--- src/rtl/bsd_pkg.sv ---
// Purpose: constants and types shared by the backlight saver and dimmer
// Assumes: one 25 MHz clock, APB slave, 32-bit aligned registers
// Notes:
package bsd_pkg;

	// clock and time base
	localparam int CLK_PERIOD_NS = 40;
	localparam int TICK_PERIOD_NS = 1000000;
	localparam int TICK_CYCLES = (TICK_PERIOD_NS + CLK_PERIOD_NS - 1) / CLK_PERIOD_NS;
	localparam int LOCKOUT_MS = 1000;
	localparam int LOCKOUT_TICKS = (LOCKOUT_MS * 1000000 + TICK_PERIOD_NS - 1) / TICK_PERIOD_NS;
	localparam int PWM_STEP_CYCLES = 10;
	localparam int PWM_STEPS = 100;

	// widths
	localparam int ADDR_W = 8;
	localparam int LEVEL_W = 7;
	localparam int TIMEOUT_W = 24;
	localparam int LOCK_W = 16;
	localparam int SWALLOW_W = 16;

	// register offsets (byte addresses)
	localparam logic [7:0] OFS_LEVEL = 8'h00;
	localparam logic [7:0] OFS_CTRL = 8'h04;
	localparam logic [7:0] OFS_TIMEOUT = 8'h08;
	localparam logic [7:0] OFS_STATUS = 8'h0C;
	localparam logic [7:0] OFS_SWALLOW = 8'h10;
	localparam logic [7:0] OFS_IDLE = 8'h14;

	// field positions
	localparam int COIL_BIT = 16;
	localparam int CTRL_EN_BIT = 0;
	localparam int CTRL_WAKE_BIT = 1;

	// values after reset, and the full level that writes clamp to
	localparam logic [6:0] LEVEL_RST = 7'h64;
	localparam logic [6:0] LEVEL_FULL = 7'h64;
	localparam logic CTRL_EN_RST = 1'b0;
	localparam logic [23:0] TIMEOUT_RST = 24'h0493E0;

	typedef enum logic [1:0] {
		ST_LIT = 2'b00,
		ST_DARK = 2'b01,
		ST_LOCK = 2'b10
	} bsd_state_t;

endpackage : bsd_pkg

--- src/rtl/bsd_timebase_if.sv ---
// Purpose: carries the slow enable pulses from the divider to their users
// Assumes: each pulse is one pclk cycle wide when its count is above one
// Notes: src drives, snk reads
`timescale 1ns/1ps
interface bsd_timebase_if;
	logic ms_tick;
	logic pwm_step;
	modport src (output ms_tick, output pwm_step);
	modport snk (input ms_tick, input pwm_step);
endinterface : bsd_timebase_if

--- src/rtl/bsd_tick_div.sv ---
// Purpose: divides pclk into a millisecond tick and a pwm step enable
// Assumes: counts of at least one cycle
// Notes: both outputs come from flip-flops; each is a single-cycle pulse when its count is above one, and stays high at a count of one
`timescale 1ns/1ps
module bsd_tick_div #(
	parameter int TICK_CYCLES = bsd_pkg::TICK_CYCLES,
	parameter int STEP_CYCLES = bsd_pkg::PWM_STEP_CYCLES
) (
	// clock and reset
	input wire logic pclk,
	input wire logic presetn,
	// pulses out
	bsd_timebase_if.src tb
);
	localparam int TW = $clog2(TICK_CYCLES + 1);
	localparam int SW = $clog2(STEP_CYCLES + 1);
	localparam logic [TW-1:0] TICK_LAST = TW'(TICK_CYCLES - 1);
	localparam logic [SW-1:0] STEP_LAST = SW'(STEP_CYCLES - 1);

	logic [TW-1:0] tick_cnt_reg;
	logic [SW-1:0] step_cnt_reg;
	logic tick_reg;
	logic step_reg;

	wire logic tick_wrap_w = (tick_cnt_reg == TICK_LAST);
	wire logic step_wrap_w = (step_cnt_reg == STEP_LAST);

	always_ff @(posedge pclk or negedge presetn) begin
		if (!presetn) begin
			tick_cnt_reg <= '0;
			step_cnt_reg <= '0;
			tick_reg <= 1'b0;
			step_reg <= 1'b0;
		end else begin
			tick_cnt_reg <= tick_wrap_w ? '0 : tick_cnt_reg + TW'(1);
			step_cnt_reg <= step_wrap_w ? '0 : step_cnt_reg + SW'(1);
			tick_reg <= tick_wrap_w;
			step_reg <= step_wrap_w;
		end
	end

	assign tb.ms_tick = tick_reg;
	assign tb.pwm_step = step_reg;
endmodule : bsd_tick_div

--- src/rtl/bsd_pwm.sv ---
// Purpose: turns a 0..100 level into a backlight pwm waveform
// Assumes: level above 99 means always on, 0 means always off
// Notes: one pwm period is 100 step enables
`timescale 1ns/1ps
module bsd_pwm #(
	parameter int LEVEL_W = bsd_pkg::LEVEL_W
) (
	// clock and reset
	input wire logic pclk,
	input wire logic presetn,
	// time base
	bsd_timebase_if.snk tb,
	// level and output
	input wire logic [LEVEL_W-1:0] level,
	output logic pwm_out
);
	localparam logic [LEVEL_W-1:0] STEP_LAST = LEVEL_W'(bsd_pkg::PWM_STEPS - 1);

	logic [LEVEL_W-1:0] phase_reg;
	logic out_reg;

	wire logic wrap_w = (phase_reg == STEP_LAST);

	always_ff @(posedge pclk or negedge presetn) begin
		if (!presetn) begin
			phase_reg <= '0;
			out_reg <= 1'b0;
		end else begin
			if (tb.pwm_step) begin
				phase_reg <= wrap_w ? '0 : phase_reg + LEVEL_W'(1);
			end
			// level is compared every cycle so a change shows one pclk cycle later, without waiting for a step enable
			out_reg <= (phase_reg < level);
		end
	end

	assign pwm_out = out_reg;
endmodule : bsd_pwm

--- src/rtl/bsd_backlight_saver.sv ---
// Purpose: backlight screen saver, wake lockout and brightness control
// Assumes: touch and key inputs are levels synchronous to pclk
// Notes: apb slave answers in the second access cycle
`timescale 1ns/1ps
module bsd_backlight_saver #(
	parameter int NUM_KEYS = 4,
	parameter int TICK_CYCLES = bsd_pkg::TICK_CYCLES,
	parameter int LOCKOUT_TICKS = bsd_pkg::LOCKOUT_TICKS,
	parameter int STEP_CYCLES = bsd_pkg::PWM_STEP_CYCLES
) (
	// clock and reset
	input wire logic pclk,
	input wire logic presetn,
	// apb slave
	input wire logic psel,
	input wire logic penable,
	input wire logic pwrite,
	input wire logic [7:0] paddr,
	input wire logic [31:0] pwdata,
	output logic [31:0] prdata,
	output logic pready,
	output logic pslverr,
	// operator inputs
	input wire logic touch_in,
	input wire logic [NUM_KEYS-1:0] key_in,
	// inputs passed on to the application
	output logic touch_out,
	output logic [NUM_KEYS-1:0] key_out,
	// backlight
	output logic backlight_pwm,
	output logic saver_dark,
	output logic wake_lockout
);
	localparam int NCH = NUM_KEYS + 1;
	localparam int LW = bsd_pkg::LEVEL_W;
	localparam int TW = bsd_pkg::TIMEOUT_W;
	localparam int KW = bsd_pkg::LOCK_W;
	localparam int CW = bsd_pkg::SWALLOW_W;
	localparam logic [KW-1:0] LOCK_LAST = KW'(LOCKOUT_TICKS - 1);
	localparam logic [TW-1:0] IDLE_MAX = '1;
	localparam logic [CW-1:0] SWALLOW_MAX = '1;

	// register state
	logic [LW-1:0] level_reg;
	logic coil_last_reg;
	logic en_reg;
	logic [TW-1:0] timeout_reg;
	logic [CW-1:0] swallow_reg;
	logic [CW-1:0] swallow_next;

	// saver state
	bsd_pkg::bsd_state_t state_reg;
	bsd_pkg::bsd_state_t state_next;
	logic [TW-1:0] idle_reg;
	logic [TW-1:0] idle_next;
	logic [KW-1:0] lock_cnt_reg;
	logic [KW-1:0] lock_cnt_next;
	logic dark_reg;
	logic lock_reg;

	// channel state
	logic [NCH-1:0] prev_reg;
	logic [NCH-1:0] blk_reg;
	logic [NCH-1:0] pass_reg;
	logic [NCH-1:0] rise_w;
	logic [NCH-1:0] blk_next_w;
	logic [NCH-1:0] pass_w;

	// bus answer
	logic pready_reg;
	logic pslverr_reg;
	logic [31:0] prdata_reg;

	bsd_timebase_if tb ();

	bsd_tick_div #(
		.TICK_CYCLES(TICK_CYCLES),
		.STEP_CYCLES(STEP_CYCLES)
	) u_div (
		.pclk(pclk),
		.presetn(presetn),
		.tb(tb.src)
	);

	// apb decode
	// one wait state always: capture on the first access edge, answer on the next
	wire logic capture_w = psel & penable & ~pready_reg;
	wire logic fire_w = psel & penable & pready_reg;
	wire logic wr_w = fire_w & pwrite;
	wire logic hit_level_w = (paddr == bsd_pkg::OFS_LEVEL);
	wire logic hit_ctrl_w = (paddr == bsd_pkg::OFS_CTRL);
	wire logic hit_timeout_w = (paddr == bsd_pkg::OFS_TIMEOUT);
	wire logic hit_status_w = (paddr == bsd_pkg::OFS_STATUS);
	wire logic hit_swallow_w = (paddr == bsd_pkg::OFS_SWALLOW);
	wire logic hit_idle_w = (paddr == bsd_pkg::OFS_IDLE);
	wire logic mapped_w = hit_level_w | hit_ctrl_w | hit_timeout_w | hit_status_w
		| hit_swallow_w | hit_idle_w;

	// write strobes
	wire logic lvl_wr_w = wr_w & hit_level_w;
	wire logic ctrl_wr_w = wr_w & hit_ctrl_w;
	wire logic tmo_wr_w = wr_w & hit_timeout_w;
	wire logic swl_clr_w = wr_w & hit_swallow_w;
	wire logic sw_wake_w = ctrl_wr_w & pwdata[bsd_pkg::CTRL_WAKE_BIT];

	// out-of-range levels clamp to full so a bad write never blanks the screen
	wire logic lvl_over_w = (pwdata[15:0] > {9'h000, bsd_pkg::LEVEL_FULL});
	wire logic [LW-1:0] lvl_in_w = lvl_over_w ? bsd_pkg::LEVEL_FULL : pwdata[LW-1:0];
	// only a 0 to 1 change of the coil counts, so holding it at 1 does nothing
	wire logic coil_rise_w = lvl_wr_w & pwdata[bsd_pkg::COIL_BIT] & ~coil_last_reg;

	// state decode
	wire logic lit_w = (state_reg == bsd_pkg::ST_LIT);
	wire logic is_dark_w = (state_reg == bsd_pkg::ST_DARK);
	wire logic is_lock_w = (state_reg == bsd_pkg::ST_LOCK);
	// bit 0 is the touch screen, the function keys follow
	wire logic [NCH-1:0] chan_w = {key_in, touch_in};

	// per-channel wake, swallow and pass-on
	generate
		for (genvar i = 0; i < NCH; i++) begin : g_ch
			assign rise_w[i] = chan_w[i] & ~prev_reg[i];
			// a channel pressed while not lit stays blocked until released
			assign blk_next_w[i] = chan_w[i] & (~lit_w | blk_reg[i]);
			assign pass_w[i] = chan_w[i] & lit_w & ~blk_reg[i];
		end
	endgenerate

	wire logic any_rise_w = |rise_w;
	wire logic accepted_w = |(rise_w & pass_w);
	wire logic swallowed_w = |(rise_w & ~pass_w);
	wire logic restart_w = accepted_w | coil_rise_w;

	// timeout: a restart in the same cycle keeps the screen lit
	wire logic timeout_hit_w = en_reg & (timeout_reg != '0) & (idle_reg >= timeout_reg)
		& ~restart_w;
	wire logic lock_done_w = is_lock_w & tb.ms_tick & (lock_cnt_reg == LOCK_LAST);

	always_comb begin
		state_next = state_reg;
		case (state_reg)
			bsd_pkg::ST_LIT: begin
				if (timeout_hit_w) begin
					state_next = bsd_pkg::ST_DARK;
				end
			end
			bsd_pkg::ST_DARK: begin
				if (~en_reg | sw_wake_w) begin
					state_next = bsd_pkg::ST_LIT;
				end else if (any_rise_w) begin
					state_next = bsd_pkg::ST_LOCK;
				end
			end
			bsd_pkg::ST_LOCK: begin
				if (lock_done_w) begin
					state_next = bsd_pkg::ST_LIT;
				end
			end
			default: begin
				state_next = bsd_pkg::ST_LIT;
			end
		endcase
	end

	// idle counter only runs while lit and saturates instead of wrapping
	assign idle_next = (restart_w | ~lit_w) ? '0
		: (tb.ms_tick & (idle_reg != IDLE_MAX)) ? idle_reg + TW'(1)
		: idle_reg;
	// the first tick of the lockout is partial, hence approximately one second
	assign lock_cnt_next = ~is_lock_w ? '0
		: tb.ms_tick ? lock_cnt_reg + KW'(1)
		: lock_cnt_reg;
	// a swallowed event in the clearing cycle still counts, except when the old count sits at SWALLOW_MAX
	assign swallow_next = (swl_clr_w ? '0 : swallow_reg)
		+ CW'(swallowed_w & (swallow_reg != SWALLOW_MAX));

	// read mux
	wire logic [31:0] rd_level_w = {25'h0000000, level_reg};
	wire logic [31:0] rd_ctrl_w = {31'h00000000, en_reg};
	wire logic [31:0] rd_timeout_w = {8'h00, timeout_reg};
	wire logic [31:0] rd_status_w = {28'h0000000, en_reg, lock_reg, dark_reg, lit_w};
	wire logic [31:0] rd_swallow_w = {16'h0000, swallow_reg};
	wire logic [31:0] rd_idle_w = {8'h00, idle_reg};
	wire logic [31:0] rd_data_w = hit_level_w ? rd_level_w
		: hit_ctrl_w ? rd_ctrl_w
		: hit_timeout_w ? rd_timeout_w
		: hit_status_w ? rd_status_w
		: hit_swallow_w ? rd_swallow_w
		: hit_idle_w ? rd_idle_w
		: 32'h00000000;

	// the saver forces the level to zero; otherwise the register drives it
	wire logic [LW-1:0] eff_level_w = dark_reg ? '0 : level_reg;

	bsd_pwm #(
		.LEVEL_W(LW)
	) u_pwm (
		.pclk(pclk),
		.presetn(presetn),
		.tb(tb.snk),
		.level(eff_level_w),
		.pwm_out(backlight_pwm)
	);

	// apb answer: one wait state so read data comes from a flip-flop
	always_ff @(posedge pclk or negedge presetn) begin
		if (!presetn) begin
			pready_reg <= 1'b0;
			pslverr_reg <= 1'b0;
			prdata_reg <= 32'h00000000;
		end else begin
			pready_reg <= capture_w;
			// misaligned or unknown addresses answer with an error and have no effect
			pslverr_reg <= capture_w & ~mapped_w;
			if (capture_w) begin
				prdata_reg <= pwrite ? 32'h00000000 : rd_data_w;
			end
		end
	end

	// software registers
	always_ff @(posedge pclk or negedge presetn) begin
		if (!presetn) begin
			level_reg <= bsd_pkg::LEVEL_RST;
			coil_last_reg <= 1'b0;
			en_reg <= bsd_pkg::CTRL_EN_RST;
			timeout_reg <= bsd_pkg::TIMEOUT_RST;
		end else begin
			if (lvl_wr_w) begin
				level_reg <= lvl_in_w;
				coil_last_reg <= pwdata[bsd_pkg::COIL_BIT];
			end
			if (ctrl_wr_w) begin
				en_reg <= pwdata[bsd_pkg::CTRL_EN_BIT];
			end
			if (tmo_wr_w) begin
				timeout_reg <= pwdata[TW-1:0];
			end
		end
	end

	// saver state; the status flags are registered copies of the next state
	always_ff @(posedge pclk or negedge presetn) begin
		if (!presetn) begin
			state_reg <= bsd_pkg::ST_LIT;
			dark_reg <= 1'b0;
			lock_reg <= 1'b0;
		end else begin
			state_reg <= state_next;
			dark_reg <= (state_next == bsd_pkg::ST_DARK);
			lock_reg <= (state_next == bsd_pkg::ST_LOCK);
		end
	end

	// idle counter in ms ticks
	always_ff @(posedge pclk or negedge presetn) begin
		if (!presetn) begin
			idle_reg <= '0;
		end else begin
			idle_reg <= idle_next;
		end
	end

	// lockout counter in ms ticks
	always_ff @(posedge pclk or negedge presetn) begin
		if (!presetn) begin
			lock_cnt_reg <= '0;
		end else begin
			lock_cnt_reg <= lock_cnt_next;
		end
	end

	// swallowed event counter, kept for diagnostics only
	always_ff @(posedge pclk or negedge presetn) begin
		if (!presetn) begin
			swallow_reg <= '0;
		end else begin
			swallow_reg <= swallow_next;
		end
	end

	// channel flops
	always_ff @(posedge pclk or negedge presetn) begin
		if (!presetn) begin
			prev_reg <= '0;
			blk_reg <= '0;
			pass_reg <= '0;
		end else begin
			prev_reg <= chan_w;
			blk_reg <= blk_next_w;
			pass_reg <= pass_w;
		end
	end

	assign prdata = prdata_reg;
	assign pready = pready_reg;
	assign pslverr = pslverr_reg;
	assign touch_out = pass_reg[0];
	assign key_out = pass_reg[NCH-1:1];
	assign saver_dark = dark_reg;
	assign wake_lockout = lock_reg;
endmodule : bsd_backlight_saver

--- config.mk ---
export PLATFORM = sky130hd
export DESIGN_NAME = bsd_backlight_saver
export DESIGN_NICKNAME = d
export VERILOG_FILES = /design/src/rtl/bsd_pkg.sv /design/src/rtl/bsd_timebase_if.sv /design/src/rtl/bsd_tick_div.sv /design/src/rtl/bsd_pwm.sv /design/src/rtl/bsd_backlight_saver.sv
export SDC_FILE = /design/constraint.sdc
export NUM_CORES = 1
export LEC_CHECK = 0
export ABC_AREA = 1
export BUFFER_PORTS_ARGS = -buffer_cell sky130_fd_sc_hd__buf_4
export CORE_ASPECT_RATIO = 0.75
export CORE_UTILIZATION = 50
export CTS_BUF_LIST = sky130_fd_sc_hd__clkbuf_16
export CTS_CLUSTER_DIAMETER = 60
export DETAILED_ROUTE_END_ITERATION = 10
export GPL_TIMING_DRIVEN = 1
export PLACE_DENSITY = 0.67
export SYNTH_ARGS = -nofsm -noshare
export SYNTH_HDL_FRONTEND = slang
export SYNTH_SLANG_ARGS = --single-unit
export TNS_END_PERCENT = 100
--- constraint.sdc ---
create_clock -name pclk -period 6.5 [get_ports pclk]
set_clock_uncertainty 0.15 [all_clocks]
set_input_delay 0.325 -clock pclk [delete_from_list [all_inputs] [get_ports pclk]]
set_output_delay 0.325 -clock pclk [all_outputs]
set_load 0.01 [all_outputs]
==> impl_results.md, run 1 <==
* Starting density of the core at about half
* Final weighted congestion in routability-driven placement at between 0.9 and 1
* Cell Area, Synth at 0.00943 mm^2
* DIE HEIGHT at 121 um
* Post-placement worst setup slack at 3.64 ns
* Hold violation total from the final report at 0
* Average size of a mapped cell at approximately 7.5 um^2
* Family with the most delay on the worst path: simple AND/OR/NAND/NOR gates
* Total of max-cap violations at 0
* DRT Wirelength at 24.7 mm
* Worst R2R Setup Slack at about 3.7 ns
* Total net switching power at between 0.5 and 0.6 mW
* Library cells used by synthesis at 49
* Start of the worst register-to-register path: idle_reg[0]
* Crit path cell chain: ha_1 -> nand3_2 -> inv_2 -> nand2_1 -> nor2_2 -> nand2_1 -> nand2_1 -> nand3_1 -> nand2_1 -> nand2_1
* Synthesized-area fraction occupied by and/or/nand/nor cells at 32.7%
* CTS max path bufs at 2
* Start point of the critical path: idle_reg[0]
* Clock tree from TritonCTS: done
* Transition time of the tightest slew-check pin at 0.942 ns
* H-Tree Level Count at 4
* Initial antenna violation count at 0
* Final count of negative-setup-slack endpoints at 0
* Launching element type of the critical path: flop
* Required time of the worst setup path at ~6.7 ns
* Share of synthesized area occupied by flip-flops and latches at between 40% and 50%
* Post-Synthesis Cells at between 1,000 and 1,500
* Fraction of layout instances using a drive strength above 1 at 11.9%
* Startpoint of the tightest hold check path: pwdata[22]
* Switching portion of total power at 26.3%
* Yosys warning count at 0
* Path type of the worst setup path: reg2reg
* Antenna Cells at 0
* Minimum setup slack in the final design at 3.67 ns
* Global-route wire length before repair at 40.6 mm
* Proportion of power drawn by flip-flops and latches at between 40% and 50%
* Share of the cycle needed by the critical path after routing at 43.5%
* Fill count at 1,723
* Total of buffers placed on input and output ports at 75
* DRC violations left at 0
* Maximum number of pins on one net before global-route repair at 100
* Final nets at 1,425
* Crit Reg-Reg Endpoint: idle_reg[12]
* Setup Fix Bufs, Post-CTS at 0
* Final critical delay including setup and external delays at 2.83 ns
* Final HPWL from detailed placement at 18.5 mm
* Width of the die at about 160 um
* Clock transition at the register clock pins on the worst setup and hold paths after CTS at 0.07 ns
* Static leakage at 5.40 nW
* Area fraction in compound gates after synthesis at 7.90%
* Global routing usage summed across all routing layers at roughly 27%
* CP peak stage delay at 0.52 ns
* First-pass iteration count of the detailed router at 5
* Outcome: finished, final reports clean
* Post-route ant nets at 0
* Die area at 0.0194 mm^2
* Termination of the worst setup path: idle_reg[12]
* Worst min-delay path category: in2reg
* Power share of the clock group at a little over two fifths
* Via density at 5.33
* Most common flop cell mapped by yosys: sky130_fd_sc_hd__dfrtp_1
* Number of max-slew violations in the final report at 0
* IO Pins at 92
* Internal power at 1.64 mW
* Count of clock tree sinks at roughly 160
* Maximum VDD drop at between 100 and 150 uV
* Post-synth EDFFs at 0
* Xor and xnor fraction of the mapped netlist area at under 10%
* Standard cell core area at 0.0185 mm^2
* Number of buffers created by CTS at 17
* DR WL/cell at between 15 and 20 um
* Final cell utilization of the core at 58.6%
* Slowest stage cell, crit path: sky130_fd_sc_hd__dfrtp_1
* Combinational family with the most area after synthesis: simple AND/OR/NAND/NOR gates
* Proportion of synthesized area in mux cells at 0.239%
* Crit-path max FO at 11
* Maximum achievable frequency at 353 MHz
* Cell at the root of the clock tree: sky130_fd_sc_hd__clkbuf_16
* Post-synthesis async set-or-reset flop share at 100%
* Critical path depth in cells at 10
* Crit path buffers/inverters at 1
* Adder and majority gate portion of the synthesized area at about 4.8%
* Total via count in the routed design at 8,530
* Seq cells post-synth at 163
* Count of standard-cell rows at 43
* Area growth from synthesis to layout at 14.7%
* DR iter-0 viols at 807
* Power per cell area at slightly above 200 mW/mm^2
* Rel. slew slack at 37.2%
* Via count of the first global-routing pass at 7,969
* Worst R2R Path Depth at 10
* Relative contribution of combinational cells to total power at 8.5%
* Total negative slack at 0 ns
* RSZ-0062 raised after global routing: false
* Nature of the critical path endpoint: flop
* Clock Latency Late Sink at 0.43 ns
* Most prevalent standard cell on the critical path: sky130_fd_sc_hd__nand2_1
* Remaining global-route overflow at 0
* Data arrival time of the worst path at 3.00 ns
placed cells by master (no fill, tap or decap), types with 3 or more instances in the layout:
cell / netlist / final
sky130_fd_sc_hd__dlygate4sd3_1: 0 / 11
sky130_fd_sc_hd__nor4_1: 5 / 5
sky130_fd_sc_hd__clkbuf_16: 0 / 17
sky130_fd_sc_hd__ha_1: 36 / 36
sky130_fd_sc_hd__nor2_1: 140 / 140
sky130_fd_sc_hd__nand3_1: 89 / 89
sky130_fd_sc_hd__o2111ai_1: 4 / 4
sky130_fd_sc_hd__nand4_1: 36 / 36
sky130_fd_sc_hd__o21a_1: 3 / 3
sky130_fd_sc_hd__dfstp_2: 11 / 11
sky130_fd_sc_hd__clkinv_1: 2 / 5
sky130_fd_sc_hd__clkinvlp_4: 0 / 4
sky130_fd_sc_hd__xor2_1: 21 / 21
sky130_fd_sc_hd__buf_4: 9 / 77
sky130_fd_sc_hd__nor3b_1: 4 / 4
sky130_fd_sc_hd__dfrtp_1: 152 / 152
sky130_fd_sc_hd__o21ai_1: 11 / 11
sky130_fd_sc_hd__o22ai_1: 11 / 11
sky130_fd_sc_hd__o31ai_1: 4 / 4
sky130_fd_sc_hd__a21oi_1: 58 / 58
sky130_fd_sc_hd__nand2_1: 357 / 357
sky130_fd_sc_hd__inv_1: 154 / 155
sky130_fd_sc_hd__nor2_4: 3 / 3
sky130_fd_sc_hd__inv_2: 10 / 10
sky130_fd_sc_hd__conb_1: 1 / 8
sky130_fd_sc_hd__xnor2_1: 4 / 4
sky130_fd_sc_hd__nor2_2: 15 / 15
sky130_fd_sc_hd__o21ai_0: 35 / 35
sky130_fd_sc_hd__nor2_8: 3 / 3
sky130_fd_sc_hd__nor3_1: 30 / 30
sky130_fd_sc_hd__clkinv_2: 0 / 3
synthesized netlist by cell type (2+ instances only):
library cell,count,share of area [%]
sky130_fd_sc_hd__mux2_2,2,0.24
sky130_fd_sc_hd__nand3b_1,2,0.16
sky130_fd_sc_hd__o21ai_0,35,1.9
sky130_fd_sc_hd__nand2_1,357,14
sky130_fd_sc_hd__nand3_2,2,0.21
sky130_fd_sc_hd__nor2_4,3,0.36
sky130_fd_sc_hd__nand2_8,2,0.42
sky130_fd_sc_hd__nor2_2,15,1.0
sky130_fd_sc_hd__dfrtp_1,152,40
sky130_fd_sc_hd__nor3b_1,4,0.32
sky130_fd_sc_hd__nand3_1,89,4.7
sky130_fd_sc_hd__nor2_8,3,0.64
sky130_fd_sc_hd__and3_1,2,0.13
sky130_fd_sc_hd__dfstp_2,11,3.1
sky130_fd_sc_hd__nor3_1,30,1.6
sky130_fd_sc_hd__ha_1,36,4.8
sky130_fd_sc_hd__xnor2_1,4,0.37
sky130_fd_sc_hd__nor2_1,140,5.6
sky130_fd_sc_hd__clkinv_1,2,0.080
sky130_fd_sc_hd__o21a_1,3,0.24
sky130_fd_sc_hd__inv_1,154,6.1
sky130_fd_sc_hd__o22ai_1,11,0.73
sky130_fd_sc_hd__o21ai_1,11,0.58
sky130_fd_sc_hd__buf_4,9,0.72
sky130_fd_sc_hd__o31ai_1,4,0.32
sky130_fd_sc_hd__nor4_1,5,0.33
sky130_fd_sc_hd__buf_2,8,0.42
sky130_fd_sc_hd__a31oi_1,2,0.13
sky130_fd_sc_hd__nand4_1,36,2.4
sky130_fd_sc_hd__clkbuf_1,3,0.12
sky130_fd_sc_hd__o2111ai_1,4,0.37
sky130_fd_sc_hd__buf_6,6,0.72
sky130_fd_sc_hd__a21oi_1,58,3.1
sky130_fd_sc_hd__nand2_2,2,0.13
sky130_fd_sc_hd__xor2_1,21,2.0
sky130_fd_sc_hd__inv_2,10,0.40
worst min path at each step:
stage,endpoint,cells past startpoint,slack [ns]
finish,timeout_reg[22],3,0.01
floorplan,blk_reg[0],0,-0.12
global route,timeout_reg[0],2,0.01
CTS,timeout_reg[22],3,0.002
global placement,prev_reg[4],1,0.29
detailed placement,prev_reg[4],1,0.29
metrics by stage:
step	power, mW	std cells	cell area, um^2	hold slack (ns)
floorplan	1.20	1258	9450	-0.121
global placement	1.28	1556	10200	0.295
detailed placement	1.29	1556	10200	0.294
CTS	2.23	1599	10800	0.00248
global route	2.30	1599	10800	0.0132
finish	2.22	1599	10800	0.0137
tightest hold or removal path: cells and delay by family:
family	cells	cell delay (ns)
compound gates	1	0.11
simple gates	1	0.03
buf+inv	1	0.08
power by group through the flow:
stage	combinational (mW)	clock [mW]	sequential (mW)
final	0.188	0.944	1.09
after global placement	0.177	0	1.11
after global routing	0.214	0.998	1.09
after detailed placement	0.181	0	1.11
after floorplan	0.110	0	1.09
after CTS	0.188	0.957	1.09
final cells by class:
cell class                      count  area [um^2]  area share, %
Inverter                          166          623           5.76
Clock buffer                       17          425           3.93
Clock inverter                     15          116           1.08
Sequential cell                   163         4090           37.8
Multi-Input combinational cell    902         4550           42.1
Timing Repair Buffer               89          699           6.47
Tap cell                          247          309           2.86
kinds of logic after synthesis:
kind of cell,count (synthesis)
buf+inv,193
mux,2
simple gates,696
compound gates,135
fa+ha+maj,36
other cells,1
flops,163
xor+xnor,25
repair_timing:
action,CTS,global route
resized for setup,0,0
hold buffers,11,0
endpoints found under the hold margin,102,0
metal layers:
layer	up-vias	wire length (um)	track usage (%)
li1	4201	-	-
met1	3993	11900	39.1
met2	306	10500	40.5
met3	30	1880	5.98
met4	0	408	7.50
met5	-	0	0
No activity file was read; power rests on OpenSTA's default activity.
==> run 2, diff against run 1 <==
clock period = 3 ns   (was 6.5 ns; I/O delays follow)
==> run 2 against run 1 <==
- sequential cell count is the same
- final area grew 3.2%
- first-iteration DRC count shrank 2.2%
- maximum frequency grew 6.9%
- global-route usage is essentially flat
- critical path depth grew 1
- die area is the same
- highest routed layer unchanged
==> impl_results.md, run 2 (synthesized netlist as in run 1, its figures left out) <==
* Placed instance count at between 1,500 and 2,000
* Hold violation total from the final report at 0
* Worst min-delay path category: in2reg
* Via density at roughly 5.3
* Share of the cycle needed by the critical path after routing at 88.3%
* CTS max path bufs at 2
* Count of standard-cell rows at between 40 and 50
* Starting density of the core at 51.1%
* Crit Reg-Reg Endpoint: swallow_reg[6]
* Transition time of the tightest slew-check pin at slightly above 0.7 ns
* Commonest cells after routing, fill and taps aside: sky130_fd_sc_hd__nand2_1 (357), sky130_fd_sc_hd__inv_1 (155), sky130_fd_sc_hd__dfrtp_1 (152)
* Launching element type of the critical path: flop
* Relative contribution of combinational cells to total power at between 8 and 9%
* DR iter-0 viols at 789
* DR WL/cell at 15.3 um
* Count of clock tree sinks at between 150 and 200
* Number of buffers created by CTS at 17
* Internal power at 3.69 mW
* Cell at the root of the clock tree: sky130_fd_sc_hd__clkbuf_16
* Post-route ant nets at 0
* Global-route wire length before repair at 41.0 mm
* Data arrival time of the worst path at around 2.8 ns
* RSZ-0062 raised after global routing: false
* Crit-path max FO at 8
* Die area at 0.0194 mm^2
* Outcome: finished, final reports clean
* Clock Latency Late Sink at 0.43 ns
* Start of the worst register-to-register path: state_reg[0]
* Final nets at 1,455
* Via count of the first global-routing pass at ~8,000
* IO Pins at 92
* Number of gates given a new drive strength after cts at 0
* Terminating pin of the worst hold path: en_reg
* Standard cell core area at 0.0185 mm^2
* Met3 track demand over resource at 4.72%
* Met1 routing resource usage after global routing at 40.6%
* Fraction of layout instances using a drive strength above 1 at between 10% and 20%
* Required time of the worst setup path at 3.16 ns
* Power per cell area at around 450 mW/mm^2
* Final critical delay including setup and external delays at roughly 2.6 ns
* Rel. slew slack at 51.6%
* Layer carrying the most global-route usage: met1
* Initial antenna violation count at 0
* Proportion of power drawn by flip-flops and latches at 47.0%
* Power share of the clock group at 44.4%
* WHS Path Cells at 3
* Worst R2R Path Depth at 11
* Total non-filler cell area in the finished layout at 0.0112 mm^2
* DRT Wirelength at 24.9 mm
* DRC violations left at 0
* Total negative slack at 0 ns
* Area growth from synthesis to layout at 18.4%
* Clock tree from TritonCTS: done
* Total via count in the routed design at around 8,600
* Worst R2R Setup Slack at 0.35 ns
* H-Tree Level Count at 4
* Maximum number of pins on one net before global-route repair at 63
* Switching portion of total power at 26.7%
* Instance area after placement at between 0.01 and 0.015 mm^2
* Maximum achievable frequency at between 300 and 400 MHz
* Clock transition at the register clock pins on the worst setup and hold paths after CTS at 0.07 ns
* Total of buffers placed on input and output ports at 75
* Maximum VDD drop at between 300 and 400 uV
* Width of the die at about 160 um
* Number of max-slew violations in the final report at 0
* Static leakage at 5.57 nW
* DIE HEIGHT at 121 um
* Remaining global-route overflow at 0
* Final count of negative-setup-slack endpoints at 0
* Nature of the critical path endpoint: flop
* Final HPWL from detailed placement at around 19 mm
* Leading cell type in the layout, fill and taps excluded: sky130_fd_sc_hd__nand2_1
* First-pass iteration count of the detailed router at 5
* Startpoint of the tightest hold check path: paddr[2]
* Total of max-cap violations at 0
* Global routing usage summed across all routing layers at 27.0%
* Final weighted congestion in routability-driven placement at 0.907
* Total net switching power at 1.34 mW
* Antenna Cells at 0
* Path type of the worst setup path: reg2reg
* Met2 routing resource usage after global routing at 39.7%
* Non-Filler Instances at 1,629
[run 2: changes by cell type in the layout (fill, tap and decap cells not counted)]
cell                            previous run  this run
sky130_fd_sc_hd__buf_4                    77        85
sky130_fd_sc_hd__dlygate4sd3_1            11        32
sky130_fd_sc_hd__clkinv_1                  5         2
sky130_fd_sc_hd__bufinv_16                 1         2
sky130_fd_sc_hd__buf_12                    0         1
sky130_fd_sc_hd__inv_6                     2         4
sky130_fd_sc_hd__inv_8                     0         2
sky130_fd_sc_hd__clkinvlp_4                4         1
sky130_fd_sc_hd__clkinv_2                  3         0
sky130_fd_sc_hd__clkinv_4                  1         5
[run 2: stage by stage]
step | hold WS (ns) | util (%) | setup WS (ns) | total power, mW
2_1_floorplan | -0.296 | - | 0.827 | 2.61
3_3_place_gp | 0.0283 | 55.5 | 0.476 | 2.79
3_5_place_dp | 0.0280 | 55.5 | 0.380 | 2.80
4_1_cts | 0.0103 | 60.5 | 0.363 | 5.06
5_1_grt | 0.0452 | 60.5 | 0.165 | 5.21
6_report | 0.0157 | 60.5 | 0.352 | 5.03
[run 2: repair_timing]
action / in CTS / in global routing
hold buffers: 32 / 0
setup buffers: 0 / 0
endpoints found under the hold margin: 111 / 0
[run 2: critical path, stage by stage (launching register included)]
cell and delay (ns):
sky130_fd_sc_hd__dfrtp_1 0.43, sky130_fd_sc_hd__nor2_4 0.24, sky130_fd_sc_hd__inv_2 0.09, sky130_fd_sc_hd__nor3_1 0.22, sky130_fd_sc_hd__nor2_1 0.07, sky130_fd_sc_hd__nor3_1 0.35, sky130_fd_sc_hd__a21oi_1 0.09, sky130_fd_sc_hd__ha_1 0.24
sky130_fd_sc_hd__ha_1 0.23, sky130_fd_sc_hd__nand4_1 0.16, sky130_fd_sc_hd__nor2_1 0.10, sky130_fd_sc_hd__xor2_1 0.15
[run 2: worst max path at each step]
stage | startpoint | end | cells past startpoint
after floorplan | state_reg[0] | swallow_reg[6] | 11
after global placement | state_reg[0] | swallow_reg[6] | 11
after detailed placement | state_reg[0] | swallow_reg[6] | 11
after CTS | state_reg[0] | swallow_reg[6] | 11
after global routing | state_reg[0] | swallow_reg[8] | 12
final | state_reg[0] | swallow_reg[6] | 11
[run 2: routing by layer]
| metal | vias to the layer above | wire [um] |
|---|---|---|
| li1 | 4281 | - |
| met1 | 3987 | 12200 |
| met2 | 276 | 10500 |
| met3 | 25 | 1860 |
| met4 | 0 | 345 |
| met5 | - | 0 |
[run 2: power by group through the flow]
stage	Sequential [mW]	Clock [mW]	Combinational (mW)
3_5_place_dp	2.40	0	0.398
6_report	2.37	2.23	0.434
3_3_place_gp	2.40	0	0.390
4_1_cts	2.36	2.26	0.435
2_1_floorplan	2.37	0	0.237
5_1_grt	2.37	2.35	0.492
[run 2: final cells by class]
type	count	area (um^2)
flip-flops and latches	163	4090
well taps	247	309
clock inverters	15	173
clock buffers	17	425
fillers	1677	7290
repair buffers	119	990
multi-input cells	902	4550
inverters	166	623
